[config.mk]
export PLATFORM = sky130hd
export DESIGN_NAME = serdes_channel
export DESIGN_NICKNAME = d
export VERILOG_FILES = /design/src/rtl/serdes_channel_pkg.sv /design/src/rtl/serdes_channel.sv
export SDC_FILE = /design/constraint.sdc
export NUM_CORES = 1
export LEC_CHECK = 0
export BUFFER_PORTS_ARGS = -buffer_cell sky130_fd_sc_hd__buf_2
export CORE_MARGIN = 3
export CORE_UTILIZATION = 55
export DETAILED_ROUTE_END_ITERATION = 8
export PLACE_DENSITY = 0.75
export SLEW_MARGIN = 20
export SYNTH_ARGS = -nofsm -noshare
export SYNTH_HDL_FRONTEND = slang
export SYNTH_HIERARCHICAL = 1
export SYNTH_SLANG_ARGS = --single-unit
[constraint.sdc]
create_clock -name clk_sys -period 2.95 [get_ports clk_sys]
set_input_delay 0 -clock clk_sys [delete_from_list [all_inputs] [get_ports clk_sys]]
set_output_delay 0 -clock clk_sys [all_outputs]
set_load 0.02 [all_outputs]
[src/rtl/serdes_channel_pkg.sv]
// Constants shared by the serializer/deserializer channel.
// Assumes a 100 MHz system clock and a link clock sampled by that clock.
package serdes_channel_pkg;

	localparam int WORD_W = 10;
	localparam int FACTOR_W = 4;
	localparam logic [3:0] FACTOR_MIN = 4'h3;
	localparam logic [3:0] FACTOR_MAX = 4'ha;

	localparam int TX_FIFO_DEPTH = 32;
	localparam int SYNC_DEPTH = 6;

	localparam int CLK_PERIOD_NS = 10;
	localparam int LINK_PERIOD_NS = 160;
	localparam int LINK_CYC = LINK_PERIOD_NS / CLK_PERIOD_NS;
	localparam int PHASES = 8;
	localparam int PHASE_W = 3;
	localparam int SLOT_CYC = LINK_CYC / PHASES;
	localparam int SLOT_CNT_W = 5;
	localparam logic [4:0] SLOT_CNT_MAX = 5'h10;
	localparam logic [2:0] PHASE_HALF_TURN = 3'h4;
	localparam logic [2:0] PHASE_ZERO = 3'h0;

	localparam logic [3:0] ROLL_MIN = 4'h1;
	localparam logic [3:0] ROLL_MAX = 4'hb;

	// Forwarded clock divisor codes, period in serial bits
	localparam logic [2:0] FWD_DIV1 = 3'h0;
	localparam logic [2:0] FWD_DIV2 = 3'h1;
	localparam logic [2:0] FWD_DIV4 = 3'h2;
	localparam logic [2:0] FWD_DIV8 = 3'h3;
	localparam logic [2:0] FWD_DIV10 = 3'h4;
	localparam logic [4:0] FWD_PER1 = 5'h02;
	localparam logic [4:0] FWD_PER2 = 5'h04;
	localparam logic [4:0] FWD_PER4 = 5'h08;
	localparam logic [4:0] FWD_PER8 = 5'h10;
	localparam logic [4:0] FWD_PER10 = 5'h14;

	// Bypass output register clock sources
	localparam logic [1:0] BYP_SRC_ROUTING = 2'h0;
	localparam logic [1:0] BYP_SRC_SIDE_PLL = 2'h1;
	localparam logic [1:0] BYP_SRC_EDGE_PLL = 2'h2;

endpackage : serdes_channel_pkg

[src/rtl/serdes_channel.sv]
// Serializer/deserializer channel with phase aligner, bit slip and FIFOs.
// Assumes one 100 MHz clock; the link clock and serial input are async pins.
`timescale 1ns/100ps

module stream_fifo #(
	parameter int WIDTH = 8,
	parameter int DEPTH = 4
) (
	input wire logic clk_sys,
	input wire logic rst_sync,
	input wire logic clear,
	input wire logic in_valid,
	output logic in_ready,
	input wire logic [WIDTH-1:0] in_data,
	output logic out_valid,
	input wire logic out_ready,
	output logic [WIDTH-1:0] out_data
);
	localparam int PW = (DEPTH > 1) ? $clog2(DEPTH) : 1;
	localparam int CW = $clog2(DEPTH + 1);
	localparam logic [PW-1:0] LAST = PW'(DEPTH - 1);
	localparam logic [CW-1:0] FULL = CW'(DEPTH);

	logic [WIDTH-1:0] mem_reg [DEPTH];
	logic [PW-1:0] wr_ptr_reg;
	logic [PW-1:0] rd_ptr_reg;
	logic [CW-1:0] count_reg;
	logic push;
	logic pop;

	function automatic logic [PW-1:0] ptr_inc(input logic [PW-1:0] p);
		return (p == LAST) ? '0 : p + 1'b1;
	endfunction : ptr_inc

	assign in_ready = (count_reg != FULL);
	assign out_valid = (count_reg != '0);
	assign out_data = mem_reg[rd_ptr_reg];
	assign push = in_valid && in_ready;
	assign pop = out_valid && out_ready;

	always_ff @(posedge clk_sys)
	begin
		if (push)
			mem_reg[wr_ptr_reg] <= in_data;
	end

	// Clear wins over a push or pop in the same cycle
	always_ff @(posedge clk_sys or negedge rst_sync)
	begin
		if (!rst_sync)
		begin
			wr_ptr_reg <= '0;
			rd_ptr_reg <= '0;
			count_reg <= '0;
		end
		else if (clear)
		begin
			wr_ptr_reg <= '0;
			rd_ptr_reg <= '0;
			count_reg <= '0;
		end
		else
		begin
			if (push)
				wr_ptr_reg <= ptr_inc(wr_ptr_reg);
			if (pop)
				rd_ptr_reg <= ptr_inc(rd_ptr_reg);
			count_reg <= count_reg + CW'(push) - CW'(pop);
		end
	end
endmodule : stream_fifo

module serdes_channel #(
	parameter int WORD_WIDTH = serdes_channel_pkg::WORD_W,
	parameter int TX_DEPTH = serdes_channel_pkg::TX_FIFO_DEPTH,
	parameter int SYNC_FIFO_DEPTH = serdes_channel_pkg::SYNC_DEPTH
) (
	input wire logic clk_sys,
	input wire logic rstn,
	input wire logic [3:0] tx_factor,
	input wire logic [WORD_WIDTH-1:0] tx_data,
	input wire logic tx_valid,
	output logic tx_ready,
	output logic tx_load_strobe,
	output logic tx_serial,
	input wire logic tx_clk_lane_mode,
	input wire logic [2:0] tx_fwd_div,
	input wire logic tx_fwd_phase,
	input wire logic tx_bypass,
	input wire logic tx_ddr,
	input wire logic [1:0] tx_bypass_clk_sel,
	input wire logic tick_routing,
	input wire logic tick_side_pll,
	input wire logic tick_edge_pll,
	input wire logic [1:0] tx_bypass_data,
	input wire logic rx_link_clk,
	input wire logic rx_serial,
	input wire logic [3:0] rx_factor,
	input wire logic rx_clk_src,
	input wire logic phase_hold,
	input wire logic rx_fifo_clear,
	input wire logic word_align_slip,
	input wire logic [3:0] slip_rollover,
	output logic slip_rollover_flag,
	output logic phase_locked,
	output logic [2:0] phase_sel,
	output logic [WORD_WIDTH-1:0] rx_word,
	output logic rx_word_valid,
	output logic rx_load_strobe
);
	logic rst_s1_reg;
	logic rst_sync;

	always_ff @(posedge clk_sys or negedge rstn)
	begin
		if (!rstn)
		begin
			rst_s1_reg <= 1'b0;
			rst_sync <= 1'b0;
		end
		else
		begin
			rst_s1_reg <= 1'b1;
			rst_sync <= rst_s1_reg;
		end
	end

	// Out-of-range settings are clamped rather than refused
	function automatic logic [3:0] clamp_factor(input logic [3:0] f);
		if (f < serdes_channel_pkg::FACTOR_MIN)
			return serdes_channel_pkg::FACTOR_MIN;
		else if (f > serdes_channel_pkg::FACTOR_MAX)
			return serdes_channel_pkg::FACTOR_MAX;
		return f;
	endfunction : clamp_factor

	function automatic logic [4:0] fwd_period(input logic [2:0] code);
		case (code)
			serdes_channel_pkg::FWD_DIV2: return serdes_channel_pkg::FWD_PER2;
			serdes_channel_pkg::FWD_DIV4: return serdes_channel_pkg::FWD_PER4;
			serdes_channel_pkg::FWD_DIV8: return serdes_channel_pkg::FWD_PER8;
			serdes_channel_pkg::FWD_DIV10: return serdes_channel_pkg::FWD_PER10;
			default: return serdes_channel_pkg::FWD_PER1;
		endcase
	endfunction : fwd_period

	// Transmit side: clk_sys stands for the serial-rate clock
	logic [3:0] tx_factor_c;
	logic [3:0] tx_cnt_reg;
	logic [WORD_WIDTH-1:0] tx_shift_reg;
	logic [WORD_WIDTH-1:0] tx_fifo_data;
	logic tx_fifo_valid;
	logic tx_pop;
	logic [4:0] fwd_cnt_reg;
	logic [4:0] fwd_per;
	logic fwd_level;
	logic io_reg0;
	logic io_reg1;
	logic io_half_reg;
	logic byp_tick;
	logic io_out;

	assign tx_factor_c = clamp_factor(tx_factor);
	assign tx_load_strobe = (tx_cnt_reg == '0);
	assign tx_pop = tx_load_strobe && tx_fifo_valid && !tx_bypass;

	stream_fifo #(.WIDTH(WORD_WIDTH), .DEPTH(TX_DEPTH)) tx_fifo (
		.clk_sys(clk_sys),
		.rst_sync(rst_sync),
		.clear(1'b0),
		.in_valid(tx_valid),
		.in_ready(tx_ready),
		.in_data(tx_data),
		.out_valid(tx_fifo_valid),
		.out_ready(tx_pop),
		.out_data(tx_fifo_data)
	);

	always_ff @(posedge clk_sys or negedge rst_sync)
	begin
		if (!rst_sync)
			tx_cnt_reg <= '0;
		else if (tx_cnt_reg >= tx_factor_c - 4'h1)
			tx_cnt_reg <= '0;
		else
			tx_cnt_reg <= tx_cnt_reg + 4'h1;
	end

	// Word is left-justified so its MSB leaves first; an empty FIFO sends zeros
	always_ff @(posedge clk_sys or negedge rst_sync)
	begin
		if (!rst_sync)
			tx_shift_reg <= '0;
		else if (tx_load_strobe)
			tx_shift_reg <= tx_pop ? tx_fifo_data << (4'(WORD_WIDTH) - tx_factor_c) : '0;
		else
			tx_shift_reg <= tx_shift_reg << 1;
	end

	assign fwd_per = fwd_period(tx_fwd_div);
	assign fwd_level = (fwd_cnt_reg < (fwd_per >> 1)) ^ tx_fwd_phase;

	always_ff @(posedge clk_sys or negedge rst_sync)
	begin
		if (!rst_sync)
			fwd_cnt_reg <= '0;
		else if (fwd_cnt_reg >= fwd_per - 5'h01)
			fwd_cnt_reg <= '0;
		else
			fwd_cnt_reg <= fwd_cnt_reg + 5'h01;
	end

	always_comb
	begin
		case (tx_bypass_clk_sel)
			serdes_channel_pkg::BYP_SRC_SIDE_PLL: byp_tick = tick_side_pll;
			serdes_channel_pkg::BYP_SRC_EDGE_PLL: byp_tick = tick_edge_pll;
			default: byp_tick = tick_routing;
		endcase
	end

	// Two output registers; in DDR they alternate every clk_sys cycle after a tick
	always_ff @(posedge clk_sys or negedge rst_sync)
	begin
		if (!rst_sync)
		begin
			io_reg0 <= 1'b0;
			io_reg1 <= 1'b0;
			io_half_reg <= 1'b0;
		end
		else if (byp_tick)
		begin
			io_reg0 <= tx_ddr ? tx_bypass_data[1] : tx_bypass_data[0];
			io_reg1 <= tx_bypass_data[0];
			io_half_reg <= 1'b0;
		end
		else
			io_half_reg <= tx_ddr && !io_half_reg;
	end

	assign io_out = (tx_ddr && io_half_reg) ? io_reg1 : io_reg0;

	always_ff @(posedge clk_sys or negedge rst_sync)
	begin
		if (!rst_sync)
			tx_serial <= 1'b0;
		else if (tx_bypass)
			tx_serial <= io_out;
		else if (tx_clk_lane_mode)
			tx_serial <= fwd_level;
		else
			tx_serial <= tx_shift_reg[WORD_WIDTH-1];
	end

	// Receive side: link clock and data pass two flops before use
	logic lclk_s1_reg;
	logic lclk_s2_reg;
	logic lclk_s3_reg;
	logic din_s1_reg;
	logic din_s2_reg;
	logic din_s3_reg;
	logic [4:0] slot_cnt_reg;
	logic [2:0] slot;
	logic [2:0] sample_phase;
	logic rx_take;
	logic sync_valid;
	logic sync_bit;
	logic [3:0] rx_factor_c;
	logic [3:0] roll_c;
	logic [3:0] rx_bit_cnt_reg;
	logic [WORD_WIDTH-1:0] rx_shift_reg;
	logic [WORD_WIDTH-1:0] rx_shift_next;
	logic slip_d_reg;
	logic slip_rise;
	logic slip_pending_reg;
	logic [3:0] slip_cnt_reg;

	always_ff @(posedge clk_sys or negedge rst_sync)
	begin
		if (!rst_sync)
		begin
			{lclk_s1_reg, lclk_s2_reg, lclk_s3_reg} <= 3'h0;
			{din_s1_reg, din_s2_reg, din_s3_reg} <= 3'h0;
		end
		else
		begin
			{lclk_s1_reg, lclk_s2_reg, lclk_s3_reg} <= {rx_link_clk, lclk_s1_reg, lclk_s2_reg};
			{din_s1_reg, din_s2_reg, din_s3_reg} <= {rx_serial, din_s1_reg, din_s2_reg};
		end
	end

	// Cycles since the link clock rose; saturates if the link clock stops
	always_ff @(posedge clk_sys or negedge rst_sync)
	begin
		if (!rst_sync)
			slot_cnt_reg <= serdes_channel_pkg::SLOT_CNT_MAX;
		else if (lclk_s2_reg && !lclk_s3_reg)
			slot_cnt_reg <= '0;
		else if (slot_cnt_reg != serdes_channel_pkg::SLOT_CNT_MAX)
			slot_cnt_reg <= slot_cnt_reg + 5'h01;
	end

	assign slot = 3'(slot_cnt_reg / 5'(serdes_channel_pkg::SLOT_CYC));

	// Sample opposite the last data transition; hold freezes the choice
	always_ff @(posedge clk_sys or negedge rst_sync)
	begin
		if (!rst_sync)
		begin
			phase_sel <= serdes_channel_pkg::PHASE_ZERO;
			phase_locked <= 1'b0;
		end
		else if (din_s2_reg != din_s3_reg && slot_cnt_reg != serdes_channel_pkg::SLOT_CNT_MAX)
		begin
			if (!phase_hold)
				phase_sel <= slot + serdes_channel_pkg::PHASE_HALF_TURN;
			phase_locked <= 1'b1;
		end
	end

	assign sample_phase = rx_clk_src ? serdes_channel_pkg::PHASE_ZERO : phase_sel;
	assign rx_take = (slot_cnt_reg == 5'(sample_phase) * 5'(serdes_channel_pkg::SLOT_CYC));

	stream_fifo #(.WIDTH(1), .DEPTH(SYNC_FIFO_DEPTH)) sync_fifo (
		.clk_sys(clk_sys),
		.rst_sync(rst_sync),
		.clear(rx_fifo_clear),
		.in_valid(rx_take),
		.in_ready(),
		.in_data(din_s2_reg),
		.out_valid(sync_valid),
		.out_ready(1'b1),
		.out_data(sync_bit)
	);

	assign rx_factor_c = clamp_factor(rx_factor);
	assign roll_c = (slip_rollover < serdes_channel_pkg::ROLL_MIN) ? serdes_channel_pkg::ROLL_MIN :
		(slip_rollover > serdes_channel_pkg::ROLL_MAX) ? serdes_channel_pkg::ROLL_MAX : slip_rollover;
	assign slip_rise = word_align_slip && !slip_d_reg;
	assign rx_shift_next = {rx_shift_reg[WORD_WIDTH-2:0], sync_bit};
	assign rx_load_strobe = sync_valid && !slip_pending_reg && rx_bit_cnt_reg >= rx_factor_c - 4'h1;
	assign slip_rollover_flag = (slip_cnt_reg == roll_c);

	always_ff @(posedge clk_sys or negedge rst_sync)
	begin
		if (!rst_sync)
			slip_d_reg <= 1'b0;
		else
			slip_d_reg <= word_align_slip;
	end

	// A new slip request wins over consumption in the same cycle
	always_ff @(posedge clk_sys or negedge rst_sync)
	begin
		if (!rst_sync)
			slip_pending_reg <= 1'b0;
		else if (slip_rise)
			slip_pending_reg <= 1'b1;
		else if (sync_valid)
			slip_pending_reg <= 1'b0;
	end

	always_ff @(posedge clk_sys or negedge rst_sync)
	begin
		if (!rst_sync)
			slip_cnt_reg <= '0;
		else if (slip_rise)
			slip_cnt_reg <= (slip_cnt_reg >= roll_c) ? 4'h0 : slip_cnt_reg + 4'h1;
	end

	// Holding the bit count for one bit moves the word boundary by one
	always_ff @(posedge clk_sys or negedge rst_sync)
	begin
		if (!rst_sync)
		begin
			rx_bit_cnt_reg <= '0;
			rx_shift_reg <= '0;
		end
		else if (sync_valid)
		begin
			rx_shift_reg <= rx_shift_next;
			if (slip_pending_reg)
				rx_bit_cnt_reg <= rx_bit_cnt_reg;
			else if (rx_load_strobe)
				rx_bit_cnt_reg <= '0;
			else
				rx_bit_cnt_reg <= rx_bit_cnt_reg + 4'h1;
		end
	end

	always_ff @(posedge clk_sys or negedge rst_sync)
	begin
		if (!rst_sync)
		begin
			rx_word <= '0;
			rx_word_valid <= 1'b0;
		end
		else
		begin
			rx_word_valid <= rx_load_strobe;
			if (rx_load_strobe)
				rx_word <= rx_shift_next & ((WORD_WIDTH'(1) << rx_factor_c) - WORD_WIDTH'(1));
		end
	end
endmodule : serdes_channel

After elaboration in Yosys (flattened, before gate mapping)
Memory sizes are Yosys's and may differ from the RTL's.
Cells that the tools add are included.

operators by class
  reduce and logical (&&, ||, !) cells = 26
  multiplexer cells = 43
  bitwise operators = 4
  divide/modulo/power cells = 0
  eq/ne operators = 16
  $add $sub $neg = 19
  multipliers = 0
  order comparisons = 11
  shift operators = 2

operator list
  operator                 number
  $mux W4                  11
  $mux W5                  5
  $mux W3                  8
  $add A5 B1 Y5 const B    4
  $mux W10                 2
  $pmux W5 S4              1
  $mux W1                  15
  $add A4 B1 Y4 const B    3
  $ge A4 B4 Y1             3
  $gt A4 B4 Y1 const B     3
  $logic_and A1 B1 Y1      12
  $and A10 B10 Y10         1
  $eq A5 B5 Y1 const B     2
  $shl A1 B4 Y10 const A   1
  $shl A10 B4 Y10          1
  $sub A10 B1 Y10 const B  1
  $eq A3 B3 Y1 const B     3
  $lt A4 B2 Y1 const B     2
  $reduce_bool A2 Y1       4
  $sub A4 B1 Y4 const B    2
  $add A3 B1 Y3 const B    2
  $add A6 B1 Y6            1
  $eq A3 B2 Y1 const B     2
  $ne A6 B6 Y1 const B     1
  25 further kinds         31

word-level totals
  ROM bits = 0
  bits in registers = 95
  logic and storage cells = 154
  input port bits = 45
  RAM bits = 326
  memories kept = 2
  latch bits = 0
  output and inout bits = 20

memory list
  memory             depth  bits a word  read ports  clocked after memory_dff  wr ports  line                  text
  tx_fifo.mem_reg    32     10           1           0                         1         serdes_channel.sv:24  logic [WIDTH-1:0] mem_reg [DEPTH];
  sync_fifo.mem_reg  6      1            1           0                         1         serdes_channel.sv:24

Longest topological paths before layout
  depth in word-level cells = 8
  gate-level depth with buffers = 17

Cells and area by module
The synthesis kept the hierarchy.

by module, submodules not included
  module                   cells each  sequential area each (sq um)  instances  area an instance (sq um)
  stream_fifo (tx_fifo)    731         10009.6                       1          13446.6
  serdes_channel           407         1752.9                        1          3912.5
  stream_fifo (sync_fifo)  61          405.4                         1          742.0

Worst setup path after synthesis
Ideal clock, no wire load.

  path type = register to register
  start point = register tx_cnt_reg[0]
  end point = register tx_fifo.count_reg[4]
  setup slack = -0.168 ns
  arrival time = 2.999 ns
  clock period less this slack = 3.118 ns
  cell stages (with the launch flop) = 18
  path buffers = 1
  data required time = 2.831 ns
  library setup time = 0.119 ns
  path through = dfrtp_1 -> inv_1 -> ha_1 -> or3b_2 -> buf_2 -> inv_1 -> nand3b_2 -> inv_1 -> nand2_1 -> inv_1 -> ha_1 -> inv_1 -> ha_1 -> fa_1 -> a21oi_1 -> o21bai_1 -> xnor2_1 -> nor2_1

on the way
  word-level cells in the longest chain between the ends = 5

ends and longest elaborated chain
  item                               line                   text
  from (decl)                        serdes_channel.sv:149  logic [3:0] tx_cnt_reg;
  from (signal assigned)             serdes_channel.sv:186  tx_cnt_reg <= tx_cnt_reg + 4'h1;
  $logic_not A4 Y1                   serdes_channel.sv:164  assign tx_load_strobe = (tx_cnt_reg == '0);
  via tx_load_strobe                 serdes_channel.sv:84   output logic tx_load_strobe,
  $logic_and A1 B1 Y1 (2 in series)  serdes_channel.sv:165  assign tx_pop = tx_load_strobe && tx_fifo_valid && !tx_bypass;
  via tx_pop                         serdes_channel.sv:153  logic tx_pop;
  $logic_and A1 B1 Y1                serdes_channel.sv:39   assign pop = out_valid && out_ready;
  $sub A6 B1 Y6                      serdes_channel.sv:68   count_reg <= count_reg + CW'(push) - CW'(pop);
  to (signal assigned)               serdes_channel.sv:68
  to (decl)                          serdes_channel.sv:27   logic [CW-1:0] count_reg;

The timed path passes the listed nets, and every way through them passes these cells.
A chain may end at the register's enable or synchronous reset.

Final worst setup path
  start point = register tx_fifo.rd_ptr_reg[1]
  end point = register tx_shift_reg[6]

on the way
  word-level cells in the longest chain between the ends = 4

ends and longest elaborated chain
  item                    line                   text
  from (decl)             serdes_channel.sv:26   logic [PW-1:0] rd_ptr_reg;
  from (signal assigned)  serdes_channel.sv:67   rd_ptr_reg <= ptr_inc(rd_ptr_reg);
  $mem_v2 Z32 W10         -
  via tx_fifo_data[2]     serdes_channel.sv:151  logic [WORD_WIDTH-1:0] tx_fifo_data;
  $shl A10 B4 Y10         serdes_channel.sv:195  tx_shift_reg <= tx_pop ? tx_fifo_data << (4'(WORD_WIDTH) - tx_factor_c) : '0;
  $mux W10                serdes_channel.sv:195
  $mux W10                serdes_channel.sv:194  else if (tx_load_strobe)
  to (signal assigned)    serdes_channel.sv:195
  to (signal assigned)    serdes_channel.sv:197  tx_shift_reg <= tx_shift_reg << 1;
  to (decl)               serdes_channel.sv:150  logic [WORD_WIDTH-1:0] tx_shift_reg;

The timed path passes the listed nets, and every way through them passes these cells.

==> summary by stage <==
Run status
The run finished with clean final reports.

Worst setup path
For the worst setup path, the data arrival time is 3.31 ns. The critical path starts at tx_fifo/rd_ptr_reg[1]. The capturing point of the worst reg2reg path is tx_shift_reg[6].

The capture point of the worst path is tx_shift_reg[6]. The number of cells on the worst reg-to-reg path is 9. The required time of the critical path is 3.36 ns. STA classifies the critical path startpoint as a register. The register-to-register setup slack is 0.05 ns.

The worst setup path is of the reg -> reg kind. The kind of capture point of the worst setup path is a register. In this run the worst path has a maximum fanout of 8. The startpoint of the most critical register-to-register path is tx_fifo/rd_ptr_reg[1].

Cells and area
The repair_antennas step left the layout with diodes totalling 0. The non-filler instance count after layout is 1830. The flip-flop count of the largest register, all copies and words added is 320.

The library cells used most frequently in the layout, excluding fill and tap cells, are sky130_fd_sc_hd__edfxtp_1 (326), sky130_fd_sc_hd__mux2i_1 (91), sky130_fd_sc_hd__dfrtp_1 (91). Relative to the synthesized area, the layout overhead comes to 16.6%. The finished layout cell area is 21100 µm². The number of nets at the end of the flow is 1455.

The most common cell after layout, fill and taps aside is sky130_fd_sc_hd__edfxtp_1. In the final layout, the share of cells above drive strength 1 is 21.6%. At the end of the flow the core is filled with cells to 66.0%.

Logic synthesis
The largest total area in the synthesized netlist belongs to sky130_fd_sc_hd__edfxtp_1. The most used flip-flop cell after synthesis is sky130_fd_sc_hd__edfxtp_1. The yosys synthesis warning count is 6.

The share of the synthesized area in the top cell type is 54.1%. The cell area that synthesis handed to floorplanning was 18100 µm². The sequential-to-total area share from yosys stat is 67.2%. A synthesized cell averages 15.1 µm².

The proportion of register bits with asynchronous set or reset after synthesis is 22.6%. The synthesized flop and latch total is 421. The post-synthesis cell count is 1199. The number of library cell types mapped by synthesis is 72.

By area the synthesized netlist is led by sky130_fd_sc_hd__edfxtp_1 (54%), sky130_fd_sc_hd__dfrtp_1 (13%), sky130_fd_sc_hd__mux4_2 (5.1%), sky130_fd_sc_hd__mux2i_1 (5.0%), sky130_fd_sc_hd__ha_1 (3.3%). Yosys mapped a number of flops with a built-in enable equal to 326.

Floorplanning
The die covers 35100 µm². The effective utilization at floorplan is 56.6%. After floorplanning, the core was divided into 65 placement rows. The floorplan step set the die width to 187 µm. The vertical die dimension is 187 µm. 65 I/O pins were placed. The core area is 32000 µm².

Clock network
TritonCTS built the clock tree. The worst-skew pair later-pin latency is 0.54 ns. In this run the deepest clock path goes through 3 buffers.

The root buffer cell is sky130_fd_sc_hd__clkbuf_16. The TritonCTS buffer count is 44. CTS built an H-tree with a depth of 2. The TritonCTS sink count is 421. The register clock-pin slew on the reported worst setup and hold paths is 0.06 ns.

Detailed routing
For this block, the routed nets add up to 39100 µm of wire. The via count of the routed design is 10900. For this run, design rule violations remaining after detail routing come to 0. The remaining antenna violation count is 0. The average wire length per cell after detail routing is 21.4 µm. The via-per-instance ratio is 5.93. For this run, the detailed router's first-pass iteration total came to 5. The number of violations reported at the end of detailed-routing iteration 0 is 868.

Placed design
Detailed placement finished with a half-perimeter wire length of 25100 µm. The congestion estimate from routability-driven global placement came to 0.927. Once placement finished, the instance area stood at 19400 µm². The number of placed instances, taps included, is 1725. The worst slack at placement is -0.0647 ns. The count of buffers inserted at the top-level ports is 64.

Pwr
Dividing total power by cell area gives a power density of 745 nW/µm². The post-layout total power is 0.0157 W. The maximum vdd drop is 0.524 mV.

The proportion of power drawn by flip-flops and latches is 46.0%. The static leakage is 7.64 nW. The combinational power share is 19.1%. The net switching power is 0.00423 W. Net switching is 26.9% of the power. The clock group share of total power is 34.9%. The internal cell power is 0.0115 W.

GRT
Entering global routing, the biggest net connects 48 pins. The overall overflow remaining after global route is 0. The wire length of the first global-routing pass is 61300 µm. The total global routing track utilization is 22.3%. The via count of the first global-routing pass is 11000. The number of antenna violations at the first check in global routing is 0.

Timing
The pin slew with the least headroom to its limit is 0.782 ns. The final max-slew violation count came to 0. Once routing completed, OpenROAD measured the worst setup slack at 0.0505 ns. The post-route clock period utilization is 98.3%.

The final-report hold violation count is 0. Timing would allow up to 345 MHz. In this run the tightest slew margin relative to its limit is 47.7%. The minimum clock period after layout is 2.90 ns. The number of setup violations in the final report is 0. The worst clock skew is 0.0175 ns.

Hold path
The path class of the tightest hold or removal check is in -> reg.

Run
The count of max-cap constraint violations is 0.
==> cells in the mapped netlist (all sizes together) (2+ instances only) <==
master     n
a21o       2
a21oi     38
a221oi    10
a22o      11
a22oi     41
a31oi      4
a32o       2
and2       4
and3       7
and3b      3
buf       26
clkbuf    23
conb       2
dfrtp     94
edfxtp   326
fa         2
ha        48
inv       41
mux2      17
mux2i     91
mux4      42
nand2     73
nand2b    18
nand3     49
nand3b     4
nand4bb    2
nor2      70
nor2b     17
nor3      10
nor4       5
nor4b      2
nor4bb     2
o211ai     3
o21ai     42
o21bai     2
o22ai      3
o311ai     2
o31ai      8
or2        3
or3        5
or3b       5
or4        4
or4b       2
xnor2     13
xor2      10
==> routing by layer <==
layer / up-vias / track usage (%) / wire length [µm]
li1: 4902 / - / -
met1: 5495 / 29.9 / 16200
met2: 387 / 37.5 / 19300
met3: 72 / 4.07 / 2530
met4: 0 / 6.78 / 1070
met5: - / 0 / 0
==> power by group through the flow <==
stage / Sequential (W) / Clock, W / Combinational, W
3_3_place_gp: 0.00733 / 0 / 0.00277
2_1_floorplan: 0.00733 / 0 / 0.00195
5_1_grt: 0.00730 / 0.00584 / 0.00336
3_5_place_dp: 0.00735 / 0 / 0.00288
6_report: 0.00723 / 0.00549 / 0.00300
4_1_cts: 0.00724 / 0.00557 / 0.00294
==> critical path: stages (launching register included) <==
cell	delay (ns)
sky130_fd_sc_hd__dfrtp_2	0.51
sky130_fd_sc_hd__buf_4	0.17
sky130_fd_sc_hd__mux4_2	0.51
sky130_fd_sc_hd__a22o_1	0.26
sky130_fd_sc_hd__a221oi_2	0.29
sky130_fd_sc_hd__nand3_1	0.17
sky130_fd_sc_hd__mux2_4	0.30
sky130_fd_sc_hd__a21oi_1	0.19
sky130_fd_sc_hd__o31ai_1	0.08
sky130_fd_sc_hd__or3_1	0.29
==> cells by family (layout without fill, tap and decap cells) <==
kind of cell	count (synthesis)	count (layout)	synth area share [%]
AOI/OAI and AO/OA	173	173	6.37
DFF	421	421	67.2
buffers and inverters	91	283	2.31
xor gates and xnor gates	23	23	1.11
other	2	6	0.0415
and+or+nand+nor	289	289	8.05
adders and majority gates	50	50	3.54
muxes	150	150	11.4
==> stage by stage <==
| step | TNS, ns | hold slack, ns |
|---|---|---|
| 3_3_place_gp | -0.0231 | -0.216 |
| 2_1_floorplan | 0 | -0.296 |
| 6_report | 0 | 0.0210 |
| 3_5_place_dp | -0.0825 | -0.212 |
| 4_1_cts | 0 | 0.0226 |
| 5_1_grt | -0.0451 | 0.0452 |
==> area by class of cell <==
cell class | instances | area (µm²)
Clock inverter | 26 | 293
Clock buffer | 55 | 1150
Tap cell | 435 | 544
Multi-Input combinational cell | 691 | 5590
Inverter | 42 | 173
Timing Repair Buffer | 160 | 1170
Fill cell | 2214 | 10900
Sequential cell | 421 | 12200
==> repair_timing <==
action,in CTS,in global routing
buffers inserted,0,6
gates resized for setup,3,8
endpoints found under the setup margin,4,10
pin swaps,0,0
hold endpoints to repair,32,0
hold buffers,18,0
==> how the worst min path moves through the flow <==
| stage | cells after the start | from | slack [ns] | endpoint |
|---|---|---|---|---|
| finish | 1 | tx_data[1] | 0.02 | tx_fifo/mem_reg[1][1] |
| global route | 1 | tx_data[1] | 0.05 | tx_fifo/mem_reg[3][1] |
| CTS | 1 | tx_data[1] | 0.02 | tx_fifo/mem_reg[21][1] |
| detailed placement | 1 | rstn | -0.21 | rst_s1_reg |
| global placement | 1 | rstn | -0.22 | rst_s1_reg |
| floorplan | 0 | rstn | -0.30 | rst_s1_reg |
Note: power is estimated with default switching activity, not from simulation.
